[src/pcicg_pkg.sv]
// Constants, command codes and field positions of the configuration cycle generator.
// Assumes a host I/O port with byte enables and one PCI cycle engine downstream.
//
// Function
// - Index register decodes at exactly CF8h only, data window across the whole doubleword CFCh-CFFh.
// - Only full doubleword writes update the index; narrower accesses go out as I/O.
// - Index bit 31 enables configuration cycles; clear means plain I/O passthrough.
// - With enable set, each data window access issues one configuration or special cycle.
// - Bus number in bits 23:16, function 10:8; software writes 30:24 zero.
// - Device field 15:11 maps one-hot onto lines 31..11; only 01h-15h usable.
// - Device value 10101b selects address line 31.
// - Index pattern all-ones device and function, register 0, on own bus makes data write a special cycle.
// - Own bus 00h gives Type 0 translation, any other bus Type 1.
// - Halt and shutdown special cycles are issued on hardware request.
// - Type 1 copies index bits 23:2 onto the address lines with upper byte zero and low bits 01.
// - Bits 7:2 pick the doubleword register; bits 1:0 written 00 by software.
package pcicg_pkg;
  // ****************************************
  // Decode and layout
  // ****************************************
  localparam logic [15:0] IDX_ADDR    = 16'h0CF8;
  localparam logic [15:0] DATA_ADDR   = 16'h0CFC;
  localparam logic [3:0]  BE_FULL     = 4'hF;
  localparam int          EN_BIT      = 31;
  localparam int          BUS_HI      = 23;
  localparam int          BUS_LO      = 16;
  localparam int          DEV_HI      = 15;
  localparam int          DEV_LO      = 11;
  localparam int          FN_HI       = 10;
  localparam int          FN_LO       = 8;
  localparam int          REG_HI      = 7;
  localparam int          REG_LO      = 2;
  localparam logic [31:0] IDX_RESET   = 32'h0000_0000;
  localparam logic [7:0]  OWN_BUS     = 8'h00;
  localparam logic [4:0]  DEV_FIRST   = 5'h01;
  localparam logic [4:0]  DEV_LAST    = 5'h15;
  localparam int          SEL_LINES   = 21;
  localparam logic [7:0]  SPEC_DEVFN  = 8'hFF;
  localparam logic [5:0]  SPEC_REG    = 6'h00;
  localparam logic [1:0]  TYPE0_CODE  = 2'b00;
  localparam logic [1:0]  TYPE1_CODE  = 2'b01;
  // ****************************************
  // PCI commands and fixed messages
  // ****************************************
  localparam logic [3:0]  CMD_SPECIAL = 4'h1;
  localparam logic [3:0]  CMD_IO_RD   = 4'h2;
  localparam logic [3:0]  CMD_IO_WR   = 4'h3;
  localparam logic [3:0]  CMD_CFG_RD  = 4'hA;
  localparam logic [3:0]  CMD_CFG_WR  = 4'hB;
  localparam logic [31:0] MSG_SHUT    = 32'h0000_0000;
  localparam logic [31:0] MSG_HALT    = 32'h0000_0001;
  typedef enum logic [1:0] {ST_IDLE, ST_BUS, ST_ACK} pcicg_state_e;
endpackage

[src/pcicg_top.sv]
// Configuration cycle generator: host I/O decode, index register and PCI cycle issue.
// Assumes the host waits for IO_ACK before a new request and the PCI engine pulses PCI_DONE.
`timescale 1ns/1ps
module pcicg_top (
  input  wire logic                MCLK,
  input  wire logic                RESET_N,
  input  wire logic                IO_REQ,
  input  wire logic                IO_WR,
  input  wire logic [15:0]         IO_ADDR,
  input  wire logic [3:0]          IO_BE,
  input  wire logic [31:0]         IO_WDATA,
  output logic                     IO_ACK,
  output logic [31:0]              IO_RDATA,
  input  wire logic                HALT_REQ,
  input  wire logic                SHUT_REQ,
  output logic                     PCI_REQ,
  output logic [3:0]               PCI_CMD,
  output logic [31:0]              PCI_ADDR,
  output logic [3:0]               PCI_BE,
  output logic [31:0]              PCI_WDATA,
  input  wire logic                PCI_DONE,
  input  wire logic [31:0]         PCI_RDATA,
  output logic [31:0]              CFG_INDEX
);
  import pcicg_pkg::*;

  // ****************************************
  // State
  // ****************************************
  pcicg_state_e state;
  logic [31:0]  config_index_register;
  logic         halt_pend;
  logic         shut_pend;
  logic         host_cycle;

  // ****************************************
  // Decode
  // ****************************************
  // Index fields of the current index register
  wire          config_cycle_enable = config_index_register[EN_BIT];
  wire [7:0]    bus_num = config_index_register[BUS_HI:BUS_LO];
  wire [4:0]    dev_num = config_index_register[DEV_HI:DEV_LO];
  wire [7:0]    devfn   = config_index_register[DEV_HI:FN_LO];
  wire [5:0]    reg_num = config_index_register[REG_HI:REG_LO];
  // Host access classification
  wire          take     = IO_REQ && state == ST_IDLE && !halt_pend && !shut_pend;
  wire          idx_at   = IO_ADDR == IDX_ADDR;
  wire          idx_full = idx_at && IO_BE == BE_FULL;
  wire          data_at  = IO_ADDR[15:2] == DATA_ADDR[15:2];
  wire          cfg_go   = data_at && config_cycle_enable;
  wire          own_bus  = bus_num == OWN_BUS;
  wire          spec_go  = cfg_go && IO_WR && own_bus && devfn == SPEC_DEVFN
                           && reg_num == SPEC_REG;
  // One-hot device select; values outside 01h..15h select no line
  wire          dev_ok   = dev_num >= DEV_FIRST && dev_num <= DEV_LAST;
  wire [4:0]    dev_off  = dev_num - DEV_FIRST;
  wire [SEL_LINES-1:0] dev_sel = dev_ok ? (SEL_LINES'(1) << dev_off) : '0;
  wire [31:0]   type0_addr = {dev_sel, config_index_register[FN_HI:REG_LO], TYPE0_CODE};
  // Upper byte is zeroed so the enable bit never reaches the far bridge
  wire [31:0]   type1_addr = {8'h00, config_index_register[BUS_HI:REG_LO], TYPE1_CODE};
  // Cycle chosen for a taken host request
  wire [3:0]    host_cmd = spec_go ? CMD_SPECIAL :
                           cfg_go  ? (IO_WR ? CMD_CFG_WR : CMD_CFG_RD) :
                                     (IO_WR ? CMD_IO_WR : CMD_IO_RD);
  wire [31:0]   host_addr = spec_go ? 32'h0000_0000 :
                            cfg_go  ? (own_bus ? type0_addr : type1_addr) :
                                      {16'h0000, IO_ADDR};
  wire          local_hit = idx_full;

  // ****************************************
  // Index register
  // ****************************************
  // Narrow accesses never touch it, so byte I/O devices can share the port
  always_ff @(posedge MCLK or negedge RESET_N) begin
    if (!RESET_N) begin
      config_index_register <= IDX_RESET;
    end else if (take && idx_full && IO_WR) begin
      config_index_register <= IO_WDATA;
    end
  end

  // Pending fixed messages; a new request wins over the clear
  always_ff @(posedge MCLK or negedge RESET_N) begin
    if (!RESET_N) begin
      halt_pend <= 1'b0;
      shut_pend <= 1'b0;
    end else begin
      halt_pend <= HALT_REQ || (halt_pend && !(state == ST_IDLE && !shut_pend));
      shut_pend <= SHUT_REQ || (shut_pend && state != ST_IDLE);
    end
  end

  // ****************************************
  // Cycle sequencer
  // ****************************************
  // Fixed messages go first; shutdown outranks halt
  always_ff @(posedge MCLK or negedge RESET_N) begin
    if (!RESET_N) begin
      state      <= ST_IDLE;
      host_cycle <= 1'b0;
      PCI_REQ    <= 1'b0;
      PCI_CMD    <= CMD_IO_RD;
      PCI_ADDR   <= '0;
      PCI_BE     <= '0;
      PCI_WDATA  <= '0;
      IO_ACK     <= 1'b0;
      IO_RDATA   <= '0;
    end else begin
      IO_ACK <= 1'b0;
      case (state)
        ST_IDLE: begin
          if (shut_pend || halt_pend) begin
            state      <= ST_BUS;
            host_cycle <= 1'b0;
            PCI_REQ    <= 1'b1;
            PCI_CMD    <= CMD_SPECIAL;
            PCI_ADDR   <= '0;
            PCI_BE     <= BE_FULL;
            PCI_WDATA  <= shut_pend ? MSG_SHUT : MSG_HALT;
          end else if (take && local_hit) begin
            state    <= ST_ACK;
            IO_RDATA <= config_index_register;
          end else if (take) begin
            state      <= ST_BUS;
            host_cycle <= 1'b1;
            PCI_REQ    <= 1'b1;
            PCI_CMD    <= host_cmd;
            PCI_ADDR   <= host_addr;
            PCI_BE     <= IO_BE;
            PCI_WDATA  <= IO_WDATA;
          end
        end
        ST_BUS: begin
          if (PCI_DONE) begin
            PCI_REQ  <= 1'b0;
            IO_RDATA <= PCI_RDATA;
            state    <= host_cycle ? ST_ACK : ST_IDLE;
          end
        end
        ST_ACK: begin
          IO_ACK <= 1'b1;
          state  <= ST_IDLE;
        end
        default: state <= ST_IDLE;
      endcase
    end
  end

  // Index copy for observation
  always_ff @(posedge MCLK or negedge RESET_N) begin
    if (!RESET_N) begin
      CFG_INDEX <= IDX_RESET;
    end else begin
      CFG_INDEX <= config_index_register;
    end
  end
endmodule

[config.mk]
export PLATFORM = sky130hd
export DESIGN_NAME = pcicg_top
export DESIGN_NICKNAME = d
export VERILOG_FILES = /design/src/pcicg_pkg.sv /design/src/pcicg_top.sv
export SDC_FILE = /design/constraint.sdc
export NUM_CORES = 1
export LEC_CHECK = 0
export BUFFER_PORTS_ARGS = -buffer_cell sky130_fd_sc_hd__buf_2
export CAP_MARGIN = 20
export CORE_ASPECT_RATIO = 1.75
export CORE_MARGIN = 5
export CORE_UTILIZATION = 50
export DETAILED_ROUTE_END_ITERATION = 7
export HOLD_SLACK_MARGIN = 0.08
export PLACE_DENSITY = 0.77
export SYNTH_ARGS = -nofsm -noshare
export SYNTH_HDL_FRONTEND = slang
export SYNTH_SLANG_ARGS = --single-unit
export TNS_END_PERCENT = 20
[constraint.sdc]
create_clock -name MCLK -period 2.7 [get_ports MCLK]
set_clock_uncertainty 0.15 [all_clocks]
set_input_delay 0.27 -clock MCLK [delete_from_list [all_inputs] [get_ports MCLK]]
set_output_delay 0.27 -clock MCLK [all_outputs]
set_load 0.1 [all_outputs]
==> impl_metrics.json <==
{
  "numCtsBuffers": 17,
  "synth_edf_count": 0,
  "setup_viol": 0,
  "hpwlAfterDp_mm": 15.3,
  "p_leak_uw": 0.00499,
  "fp.dieW_um": 98.3,
  "cts.sinks": 174,
  "period_share": 0.954,
  "grt_pass1_wl_mm": 36.1,
  "place_congestion": 0.874,
  "die_area_um2": 16200,
  "ys_seq_area_frac": 0.638,
  "irDropWorstVdd_mv": 1.40,
  "crit_path_end_kind": "flip-flop",
  "clockRootBuffer": "clkbuf_16",
  "area.growth.synth_to_final_pct": 41.9,
  "netlist_instances": 552,
  "dominantRegCellSynth": "dfrtp_1",
  "clock_latency_ns": 0.42,
  "syn_avg_cell_area_um2": 12.4,
  "io_pins": 229,
  "cts-resized-gates": 0,
  "finalCriticalPeriod_ns": 2.58,
  "arrival_ns": 2.77,
  "max_clock_freq_mhz": 388,
  "ant_nets": 0,
  "status": "finished, final reports clean",
  "start_util": 0.510,
  "first_pass_iters": 7,
  "fp-row-count": 56,
  "relSlewSlack": 0.531,
  "fillCellCount": 882,
  "fin_tns_setup_ns": 0,
  "drc": 0,
  "grt_max_degree": 76,
  "netlist_area_um2": 6830,
  "htreeDepth": 4,
  "synth_cell_types": 51,
  "tightestPinTransition_ns": 0.704,
  "drt_iter0_drc": 533,
  "post_drt_wl_per_cell_um": 21.5,
  "die_h_um": 165,
  "antenna_found_initial": 0,
  "cp.required_ns": 2.90,
  "holdWs_ns": 0.121,
  "nNetsFinal": 963,
  "critPathKind": "primary input to flip-flop",
  "clk_pin_slew_ns": 0.07,
  "path_max_fanout": 13,
  "hp-class": "primary input to flip-flop",
  "cap_violations": 0,
  "finalMaxSlewViolations": 0,
  "synthArstFlopShare": 1.00,
  "syn-num-nets": 643,
  "yosys.area.top_type": "dfrtp_1",
  "synth_top_area_frac": 0.634,
  "startpoint_type": "primary input",
  "overflow": 0,
  "cts_tree": "built",
  "clock_path_buffers": 2,
  "p_per_area_nw_per_um2": 962,
  "grt_pass1_vias": 6509,
  "viasPerCell": 5.73,
  "drive_above_1_share": 0.400,
  "rsz0062_at_grt": "false",
  "core_um2": 13400,
  "netlist_top_cells_area": "dfrtp_1 63%, mux2_2 5.4%, a22o_1 4.0%",
  "io_buffers": 227,
  "grt_usage": 0.288,
  "num_vias": 6079,
  "routed_wl_mm": 22.8,
  "ys_ff_latch": 174,
  "yosysWarnings": 0,
  "hold_viol": 0
}
[layer usage]
layer	part of all wire	up-vias	GRT usage
li1	-	2620	-
met1	0.33	2990	0.324
met2	0.53	383	0.505
met3	0.087	86	0.0752
met4	0.051	0	0.139
met5	0	-	0
[worst paths after layout]
path	start	to	slack [ns]	cells after the start
worst max-delay path	IO_ADDR[12]	IO_RDATA[8]	0.12	8
worst min-delay path	IO_ADDR[11]	PCI_ADDR[11]	0.12	4
worst max register to register	state[0]	IO_RDATA[8]	0.20	6
min in group asynchronous	RESET_N	PCI_WDATA[1]	0.30	2
max in group asynchronous	RESET_N	PCI_ADDR[14]	1.36	3
worst min register to register	config_index_register[27]	CFG_INDEX[27]	0.26	0
[synthesized netlist by cell type, types with 7 or more instances]
cell / instances
dfrtp_1: 173
nand2_1: 48
inv_1: 34
mux2_2: 33
o22ai_1: 32
a22o_1: 31
o21ai_0: 31
a21oi_2: 30
clkbuf_1: 18
a21oi_1: 12
nor2_1: 10
nand4_1: 8
nand3_1: 7
[sequential cells by signal, indices dropped and copies added, names as in the netlist, 2 cells and up]
register               flops
IO_RDATA                  32
CFG_INDEX                 32
PCI_WDATA                 32
PCI_BE                     4
config_index_register     32
PCI_CMD                    3
PCI_ADDR                  32
state                      2
[layout make-up]
| class | instances | area, um2 | share of cell area |
|---|---|---|---|
| multi-input combinational | 310 | 2170 | 0.224 |
| inverter | 34 | 128 | 0.0132 |
| timing repair buffer | 335 | 2240 | 0.231 |
| tap | 174 | 218 | 0.0225 |
| sequential | 174 | 4360 | 0.450 |
| clock inverter | 13 | 130 | 0.0134 |
| clock buffer | 19 | 443 | 0.0457 |
| antenna | 1 | 2.50 | 0.000258 |
[metrics by stage]
stage | instances | setup WS, ns | utilization | total power [uW] | instance area, um2
floorplan | 552 | 0.664 | - | 6070 | 6830
global placement | 939 | 0.338 | 0.615 | 6760 | 8230
detailed placement | 939 | 0.271 | 0.615 | 6830 | 8230
CTS | 1059 | 0.149 | 0.724 | 9300 | 9680
global route | 1059 | 0.0705 | 0.724 | 9620 | 9680
finish | 1060 | 0.123 | 0.724 | 9320 | 9690
[timing repair]
action | CTS | global route
endpoints found under the hold margin | 191 | 0
hold buffers | 88 | 0
setup buffers | 0 | 0
[cells in the final DEF, fill, tap and decap left out, types with 3 or more instances in the layout]
master	Yosys	routed
buf_4	1	15
dlygate4sd3_1	0	88
nand2b_1	4	4
inv_1	34	34
nor2b_1	3	3
dfrtp_1	173	173
mux2_2	33	33
a21oi_2	30	30
nor4_1	5	5
o21ai_0	31	31
o22a_1	5	5
a22o_1	31	31
a31oi_1	3	3
and2_1	3	3
nand3_1	7	7
nor2_1	10	10
nand4_1	8	8
nand2_1	48	47
clkbuf_16	0	17
o22ai_1	32	32
a21oi_1	12	12
inv_6	0	4
a22oi_1	3	3
buf_2	6	226
o211ai_1	3	3
clkinvlp_4	0	6
o31ai_1	5	5
buf_12	0	5
nor3_1	4	4
[worst max-delay path, stage by stage]
cell and delay [ns]:
dlygate4sd3_1 0.55, buf_2 0.15, nor4_4 0.39, nand4_2 0.23
or2_1 0.48, and2_4 0.32, buf_4 0.22, a21oi_2 0.16
[logic make-up (layout without fill, tap and decap cells)]
| group | after synthesis | in the layout | share of synthesized area |
|---|---|---|---|
| compound gates | 168 | 168 | 0.176 |
| xor+xnor | 1 | 1 | 0.00128 |
| buf+inv | 68 | 401 | 0.0456 |
| flops | 174 | 174 | 0.638 |
| mux | 33 | 33 | 0.0544 |
| other cells | 1 | 2 | 0.000549 |
| simple gates | 107 | 107 | 0.0839 |
[power breakdown]
part	leakage, uW	internal, uW	total (uW)	switching (uW)
Combinational	0.00244	675	3770	3100
Clock	0.000261	1310	2400	1080
Sequential	0.00229	2920	3140	224
Total	0.00499	4910	9320	4410
Note: power is estimated with default switching activity, not from simulation.
